--- src/core/agr_pkg.sv ---
package agr_pkg;
    // Register offsets
    localparam logic [7:0] OFS_AMP_GAIN = 8'h03;
    localparam logic [7:0] OFS_SAMPLE_RATE = 8'h04;
    localparam logic [7:0] OFS_VSOURCE = 8'h05;
    // Reset values
    localparam logic [7:0] RST_AMP_GAIN = 8'h00;
    localparam logic [7:0] RST_SAMPLE_RATE = 8'h14;
    localparam logic [7:0] RST_VSOURCE = 8'h10;
    // Gain register fields
    localparam int DELAY_LSB = 5;
    localparam int AMP_EN_LSB = 3;
    localparam int GAIN_LSB = 0;
    // Rate register fields
    localparam int CHOP_BIT = 7;
    localparam int CLKSRC_BIT = 6;
    localparam int MODE_BIT = 5;
    localparam int FILTER_BIT = 4;
    localparam int RATE_LSB = 0;
    // Reference register fields
    localparam int MON_LSB = 6;
    localparam int POS_BUF_BIT = 5;
    localparam int NEG_BUF_BIT = 4;
    localparam int VSEL_LSB = 2;
    localparam int VCFG_LSB = 0;
    // Codes
    localparam logic [1:0] AMP_EN_ON = 2'h1;
    localparam logic [1:0] VSEL_EXT0 = 2'h0;
    localparam logic [1:0] VSEL_EXT1 = 2'h1;
    localparam logic [1:0] VSEL_INT = 2'h2;
    localparam logic [1:0] VCFG_PDOFF = 2'h1;
    localparam logic [1:0] VCFG_ALWAYS = 2'h2;
    localparam logic [3:0] RATE_RSVD = 4'hF;
    // Start delay in modulator periods per code 0..7
    localparam logic [12:0] DLY_C0 = 13'h000E;
    localparam logic [12:0] DLY_C1 = 13'h0019;
    localparam logic [12:0] DLY_C2 = 13'h0040;
    localparam logic [12:0] DLY_C3 = 13'h0100;
    localparam logic [12:0] DLY_C4 = 13'h0400;
    localparam logic [12:0] DLY_C5 = 13'h0800;
    localparam logic [12:0] DLY_C6 = 13'h1000;
    localparam logic [12:0] DLY_C7 = 13'h0001;
endpackage : agr_pkg

--- src/core/agr_config_regs.sv ---
`timescale 1ns/1ps
// Notes on behaviour
// - Gain register at 03h, reset 00h: delay 7:5, amp enable 4:3, gain 2:0.
// - Delay code sets start wait: 14,25,64,256,1024,2048,4096 periods; 111 is one.
// - Amp enable 00 bypasses and powers down amplifier, 01 enables it.
// - Gain code selects amplifier gain of two to the code power.
// - Rate register at 04h, reset 14h: chop, clock, mode, filter, rate.
// - Chop set swaps inputs and averages two readings; clear means no swap.
// - Clock bit clear picks internal oscillator, set picks external clock.
// - Mode bit clear gives continuous, set gives single-shot conversions.
// - Filter bit clear picks sinc3, set picks low-latency filter.
// - Rate code 0 to 14 raises output rate; 1111 reserved.
// - Reference register at 05h, reset 10h, with monitor, buffers, select, config.
// - Internal reference config: 00 off, 01 on except power-down, 10 always on.
// - Source select: 00 first pair, 01 second pair, 10 internal reference.
module agr_config_regs (
    // Clock and reset
    input wire logic REF_CLK,
    input wire logic RST,
    input wire logic CE,
    // Register port
    input wire logic [7:0] ADDR,
    input wire logic [7:0] WDATA,
    input wire logic WR,
    input wire logic RD,
    output logic [7:0] RDATA,
    // Modulator timing and power state
    input wire logic MOD_TICK,
    input wire logic POWER_DOWN,
    // Amplifier controls
    output logic AMP_POWERED,
    output logic AMP_BYPASS,
    output logic [7:0] AMP_GAIN,
    // Modulator and filter controls
    output logic CHOP_EN,
    output logic CLK_EXT_SEL,
    output logic SINGLE_SHOT,
    output logic FILTER_LOW_LAT,
    output logic [3:0] OUTPUT_RATE_CODE,
    output logic RATE_VALID,
    // Reference controls
    output logic [1:0] VSOURCE_MONITOR_CFG,
    output logic POS_VSOURCE_BUFFER_BYPASS,
    output logic NEG_VSOURCE_BUFFER_BYPASS,
    output logic [2:0] VSOURCE_PAIR_ONEHOT,
    output logic INT_VSOURCE_ON,
    // Conversion start delay
    output logic START_WAIT_BUSY,
    output logic START_READY
);
    logic [7:0] gain_r;
    logic [7:0] rate_r;
    logic [7:0] vsrc_r;
    logic cfg_wr;
    logic [1:0] amp_en;
    logic [1:0] vsel;
    logic [1:0] vcfg;

    // Write path; all codes stored as written
    always_ff @(posedge REF_CLK or posedge RST) begin
        if (RST) begin
            gain_r <= agr_pkg::RST_AMP_GAIN;
        end else if (CE && WR && ADDR == agr_pkg::OFS_AMP_GAIN) begin
            gain_r <= WDATA;
        end
    end

    always_ff @(posedge REF_CLK or posedge RST) begin
        if (RST) begin
            rate_r <= agr_pkg::RST_SAMPLE_RATE;
        end else if (CE && WR && ADDR == agr_pkg::OFS_SAMPLE_RATE) begin
            rate_r <= WDATA;
        end
    end

    always_ff @(posedge REF_CLK or posedge RST) begin
        if (RST) begin
            vsrc_r <= agr_pkg::RST_VSOURCE;
        end else if (CE && WR && ADDR == agr_pkg::OFS_VSOURCE) begin
            vsrc_r <= WDATA;
        end
    end

    // Read data valid the cycle after the strobe; unmapped reads as zero
    always_ff @(posedge REF_CLK or posedge RST) begin
        if (RST) begin
            RDATA <= 8'h00;
        end else if (CE) begin
            if (RD) begin
                case (ADDR)
                    agr_pkg::OFS_AMP_GAIN: RDATA <= gain_r;
                    agr_pkg::OFS_SAMPLE_RATE: RDATA <= rate_r;
                    agr_pkg::OFS_VSOURCE: RDATA <= vsrc_r;
                    default: RDATA <= 8'h00;
                endcase
            end else begin
                RDATA <= 8'h00;
            end
        end
    end

    assign amp_en = gain_r[agr_pkg::AMP_EN_LSB +: 2];
    assign vsel = vsrc_r[agr_pkg::VSEL_LSB +: 2];
    assign vcfg = vsrc_r[agr_pkg::VCFG_LSB +: 2];

    // Amplifier decode; reserved enable codes keep it bypassed
    always_ff @(posedge REF_CLK or posedge RST) begin
        if (RST) begin
            AMP_POWERED <= 1'b0;
            AMP_BYPASS <= 1'b1;
            AMP_GAIN <= 8'h01;
        end else if (CE) begin
            AMP_POWERED <= (amp_en == agr_pkg::AMP_EN_ON);
            AMP_BYPASS <= (amp_en != agr_pkg::AMP_EN_ON);
            // Bypass relies on software writing gain 000
            AMP_GAIN <= 8'h01 << gain_r[agr_pkg::GAIN_LSB +: 3];
        end
    end

    // Modulator and filter controls
    always_ff @(posedge REF_CLK or posedge RST) begin
        if (RST) begin
            CHOP_EN <= 1'b0;
            CLK_EXT_SEL <= 1'b0;
            SINGLE_SHOT <= 1'b0;
            FILTER_LOW_LAT <= 1'b1;
            OUTPUT_RATE_CODE <= 4'h4;
            RATE_VALID <= 1'b1;
        end else if (CE) begin
            CHOP_EN <= rate_r[agr_pkg::CHOP_BIT];
            CLK_EXT_SEL <= rate_r[agr_pkg::CLKSRC_BIT];
            SINGLE_SHOT <= rate_r[agr_pkg::MODE_BIT];
            FILTER_LOW_LAT <= rate_r[agr_pkg::FILTER_BIT];
            OUTPUT_RATE_CODE <= rate_r[agr_pkg::RATE_LSB +: 4];
            RATE_VALID <= (rate_r[agr_pkg::RATE_LSB +: 4] != agr_pkg::RATE_RSVD);
        end
    end

    // Reference controls; reserved select code selects no source
    always_ff @(posedge REF_CLK or posedge RST) begin
        if (RST) begin
            VSOURCE_MONITOR_CFG <= 2'h0;
            POS_VSOURCE_BUFFER_BYPASS <= 1'b0;
            NEG_VSOURCE_BUFFER_BYPASS <= 1'b1;
            VSOURCE_PAIR_ONEHOT <= 3'h1;
            INT_VSOURCE_ON <= 1'b0;
        end else if (CE) begin
            VSOURCE_MONITOR_CFG <= vsrc_r[agr_pkg::MON_LSB +: 2];
            POS_VSOURCE_BUFFER_BYPASS <= vsrc_r[agr_pkg::POS_BUF_BIT];
            NEG_VSOURCE_BUFFER_BYPASS <= vsrc_r[agr_pkg::NEG_BUF_BIT];
            VSOURCE_PAIR_ONEHOT <= {vsel == agr_pkg::VSEL_INT,
                                    vsel == agr_pkg::VSEL_EXT1,
                                    vsel == agr_pkg::VSEL_EXT0};
            INT_VSOURCE_ON <= (vcfg == agr_pkg::VCFG_ALWAYS) ||
                              (vcfg == agr_pkg::VCFG_PDOFF && !POWER_DOWN);
        end
    end

    // A configuration write restarts the start delay
    assign cfg_wr = WR && (ADDR == agr_pkg::OFS_AMP_GAIN || ADDR == agr_pkg::OFS_SAMPLE_RATE
                    || ADDR == agr_pkg::OFS_VSOURCE);

    agr_delay_timer #(
        .CW(13)
    ) u_timer (
        .clk(REF_CLK),
        .rst(RST),
        .ce(CE),
        .mod_tick(MOD_TICK),
        .start(cfg_wr),
        .code(cfg_wr && ADDR == agr_pkg::OFS_AMP_GAIN ?
              WDATA[agr_pkg::DELAY_LSB +: 3] : gain_r[agr_pkg::DELAY_LSB +: 3]),
        .busy(START_WAIT_BUSY),
        .done(START_READY)
    );
endmodule : agr_config_regs

--- src/core/agr_delay_timer.sv ---
`timescale 1ns/1ps
module agr_delay_timer #(
    parameter int CW = 13
) (
    input wire logic clk,
    input wire logic rst,
    input wire logic ce,
    input wire logic mod_tick,
    input wire logic start,
    input wire logic [2:0] code,
    output logic busy,
    output logic done
);
    logic [CW-1:0] cnt_r;

    function automatic logic [CW-1:0] delay_of(input logic [2:0] c);
        case (c)
            3'h0: delay_of = agr_pkg::DLY_C0;
            3'h1: delay_of = agr_pkg::DLY_C1;
            3'h2: delay_of = agr_pkg::DLY_C2;
            3'h3: delay_of = agr_pkg::DLY_C3;
            3'h4: delay_of = agr_pkg::DLY_C4;
            3'h5: delay_of = agr_pkg::DLY_C5;
            3'h6: delay_of = agr_pkg::DLY_C6;
            default: delay_of = agr_pkg::DLY_C7;
        endcase
    endfunction : delay_of

    always_ff @(posedge clk or posedge rst) begin
        if (rst) begin
            cnt_r <= '0;
            busy <= 1'b0;
            done <= 1'b0;
        end else if (ce) begin
            done <= 1'b0;
            if (start) begin
                cnt_r <= delay_of(code);
                busy <= 1'b1;
            end else if (busy && mod_tick) begin
                if (cnt_r == {{(CW-1){1'b0}}, 1'b1}) begin
                    busy <= 1'b0;
                    done <= 1'b1;
                end
                cnt_r <= cnt_r - {{(CW-1){1'b0}}, 1'b1};
            end
        end
    end
endmodule : agr_delay_timer

--- config.mk ---
export PLATFORM = sky130hd
export DESIGN_NAME = agr_config_regs
export DESIGN_NICKNAME = d
export VERILOG_FILES = /design/src/core/agr_pkg.sv /design/src/core/agr_config_regs.sv /design/src/core/agr_delay_timer.sv
export SDC_FILE = /design/constraint.sdc
export NUM_CORES = 1
export LEC_CHECK = 0
export BUFFER_PORTS_ARGS = -buffer_cell sky130_fd_sc_hd__buf_2
export CAP_MARGIN = 25
export CORE_ASPECT_RATIO = 1.75
export CORE_MARGIN = 2
export CORE_UTILIZATION = 55
export CTS_CLUSTER_DIAMETER = 80
export DETAILED_ROUTE_END_ITERATION = 7
export GPL_ROUTABILITY_DRIVEN = 1
export HOLD_SLACK_MARGIN = 0.06
export PLACE_DENSITY = 0.78
export SLEW_MARGIN = 25
export SYNTH_ARGS = -nofsm -noshare
export SYNTH_HDL_FRONTEND = slang
export SYNTH_SLANG_ARGS = --single-unit
--- constraint.sdc ---
create_clock -name REF_CLK -period 2.52 [get_ports REF_CLK]
set_input_delay 0.126 -clock REF_CLK [delete_from_list [all_inputs] [get_ports REF_CLK]]
set_output_delay 0.126 -clock REF_CLK [all_outputs]
set_load 0.1 [all_outputs]
==> results by group <==
Run status
  – Status: finished, final reports clean

Timing
  – Final setup vio count: 0
  – Period utilisation layout: 0.762
  – PnR worst setup slack: 0.599 ns
  – Min Clock Period, post-route: 1.92 ns
  – Setup TNS: 0 ns
  – Hold Violations, Final: 0
  – Worst-Margin Slew: 0.694 ns
  – RSZ-0062 raised after global routing: false
  – Worst slew margin: 0.536
  – Post-Route Skew: 0.00699 ns
  – Fin. max-slew vios: 0
  – Fmax: 520 MHz

Floorplan
  – DIE AREA: 7080 um^2
  – Num rows: 38
  – Die Y: 110 um
  – Die width: 64.5 um
  – Core Footprint: 6180 um^2
  – Top Ports: 60
  – Initial core utilization: 0.570

Routing
  – Wire per inst: 18.3 um
  – DRC: 0
  – Via density: 5.93
  – First-pass DRT Iterations: 4
  – DRT antenna net count: 0
  – Total Wirelength: 8350 um
  – Iter 0 DRT Violations: 151
  – Via count: 2698

Synthesis
  – Simple-Gate Fraction of Synth Area: 0.138
  – Synth Area in Compound Gates: 0.141
  – Yosys reg bits: 74
  – Primary FF master, synth: dfrtp_1
  – Largest family of logic cells by synthesized area: multiplexers
  – Number of library cell types mapped by synthesis: 57
  – Mapped Cells: 299
  – Post-synthesis xor/xnor area fraction: 0.0124
  – Mapped Area: 3520 um^2
  – Adder-cell area share of the yosys netlist: 0.00710
  – Fraction of synthesized area in multiplexers: 0.150
  – Seq/Total Area, Yosys: 0.529
  – Fraction of registers with async set/reset: 1.00
  – Syn_nets: 324
  – Yosys Warn Count: 0
  – Average size of a mapped cell: 11.8 um^2
  – Post-synth EDFFs: 0

Worst setup path
  – CP arrival: 2.15 ns
  – Crit path capture type: register
  – Crit-path max FO: 6
  – WS Path Type: reg -> reg
  – Reg2Reg Setup Slack: 0.60 ns
  – Worst Path Required: 2.75 ns
  – CP startpoint kind: register

Global routing
  – Total gr overflow: 0
  – Global Route met2 Usage: 0.439
  – Total track usage: 0.260
  – Initial antenna violation count: 0
  – Busiest layer in global routing: met2
  – Vias in the first global route: 2777
  – Largest net degree at the start of global routing: 45
  – M1 GR Usage: 0.295
  – GR Util met3: 0.0471
  – First-pass GRT wire length: 13700 um

Power
  – Pint: 2.00 mW
  – Switch share: 0.321
  – Clk pwr share: 0.307
  – Peak supply drop: 485 uV
  – Pwr Density: 706 nW/um^2
  – Final Power: 2.95 mW
  – NetSw: 0.947 mW
  – Combinational group share of total power: 0.216
  – Seq pwr share: 0.477
  – Pleak: 2.04 nW

Flow run
  – Max Cap Viol: 0

Placed design
  – Post-DP HPWL: 6180 um
  – Port Buffer Count: 59
  – Placement Setup Slack: 0.526 ns
  – GPL Wtd Cong: 0.944

Cells and area
  – Most frequent cells in the layout: dfrtp_1, buf_2, mux2_2, nor2_1, o2bb2ai_1
  – Fillers: 498
  – FF/Latch Area: 1860 um^2
  – Layout cells sized above 1: 0.357
  – Multi-input logic area: 1580 um^2
  – Area Overhead vs Synth: 18.7%
  – N_diodes: 0
  – Final nets: 395
  – Most common cell after layout, fill and taps aside: dfrtp_1
  – Final core occ: 0.676

Clocking
  – Worst-path clk slew: 0.07 ns
  – Root buffer cell: clkbuf_8
  – Postcts setup bufs: 0
  – Cts repair resizes: 0
  – H-tree levels: 3
  – CTS Sinks: 74
  – Worst-Skew Late Latency: 0.36 ns
  – CTS tree: yes
  – Num CTS Buffers: 9
  – CTS max path bufs: 2

Worst hold path
  – Type of the tightest min-delay check: in -> reg
## critical path: stages (launching register included)
cell     delay, ns
dfrtp_1       0.45
inv_1         0.09
ha_1          0.21
or3b_2        0.53
nor3_1        0.16
nor2_1        0.06
o21ai_0       0.18
nand3_1       0.11
## cells in the mapped netlist (3+ instances only)
cell type,count,share of area
a21oi_1,5,0.0071
mux2_2,37,0.12
o21ai_0,11,0.016
nor2_1,23,0.025
a31oi_1,3,0.0053
nand3b_1,3,0.0064
or3_1,3,0.0053
mux2i_1,11,0.031
nor3_1,12,0.017
xor2_1,4,0.0099
nand3_1,5,0.0071
o2bb2ai_1,14,0.035
dfrtp_1,64,0.45
a22o_1,11,0.027
o211ai_1,3,0.0064
buf_1,5,0.0053
nand2b_1,3,0.0053
nand2_1,12,0.013
buf_2,3,0.0043
clkbuf_1,3,0.0032
inv_1,8,0.0085
o32ai_1,3,0.0075
dfstp_2,10,0.075
## worst paths after layout
path                                   from               end  depth (start not counted)
setup / recovery           u_timer.cnt_r[0]  u_timer.cnt_r[6]                          7
hold / removal                     WDATA[5]         rate_r[5]                          2
setup reg to reg           u_timer.cnt_r[0]  u_timer.cnt_r[6]                          7
hold reg to reg                 AMP_GAIN[0]       AMP_GAIN[0]                          2
max in group asynchronous               RST         vsrc_r[4]                          4
min in group asynchronous               RST       AMP_GAIN[5]                          3
## power groups by stage
| stage | clock network (mW) | registers, mW | logic, mW |
|---|---|---|---|
| 6_report | 0.904 | 1.41 | 0.638 |
| 5_1_grt | 0.963 | 1.42 | 0.700 |
| 4_1_cts | 0.922 | 1.40 | 0.639 |
| 3_5_place_dp | 0 | 1.43 | 0.629 |
| 3_3_place_gp | 0 | 1.42 | 0.632 |
| 2_1_floorplan | 0 | 1.50 | 0.368 |
## state kept, by name, summed over array words and instances, names as in the netlist, 2 cells and up
register,flops
u_timer.cnt_r,13
gain_r,8
VSOURCE_PAIR_ONEHOT,3
AMP_GAIN,8
OUTPUT_RATE_CODE,4
RDATA,8
VSOURCE_MONITOR_CFG,2
rate_r,8
vsrc_r,8
## layer usage
layer / part of all wire / wire length (um)
met3: 0.033 / 277
met5: 0 / 0
met4: 0.046 / 383
met1: 0.39 / 3240
met2: 0.53 / 4440
## stage by stage
stage / instance area (um^2) / instances / hold WS, ns
3_5_place_dp: 3930 / 433 / 0.284
2_1_floorplan: 3520 / 299 / 0.277
4_1_cts: 4180 / 455 / 0.0892
5_1_grt: 4180 / 455 / 0.113
3_3_place_gp: 3930 / 433 / 0.261
6_report: 4180 / 455 / 0.103
## timing repair
| item | CTS | global route |
|---|---|---|
| endpoints found under the setup margin | 0 | 0 |
| endpoints found under the hold margin | 43 | 0 |
| hold buffers | 6 | 0 |
## layout make-up
type | count | share of cell area
clock buffer | 14 | 0.0365
clock inverter | 2 | 0.00898
multi-input combinational | 205 | 0.378
sequential | 74 | 0.446
inverter | 9 | 0.00808
tap | 80 | 0.0239
timing repair buffer | 71 | 0.0988
## cells by family (layout without fill, tap and decap cells)
logic type                 count (synthesis)  after routing
xor gates and xnor gates                   5              5
and+or+nand+nor                           85             85
AOI/OAI and AO/OA                         65             65
adders and majority gates                  2              2
buffers and inverters                     20             96
DFF                                       74             74
muxes                                     48             48
Note: power is estimated with default switching activity, not from simulation.
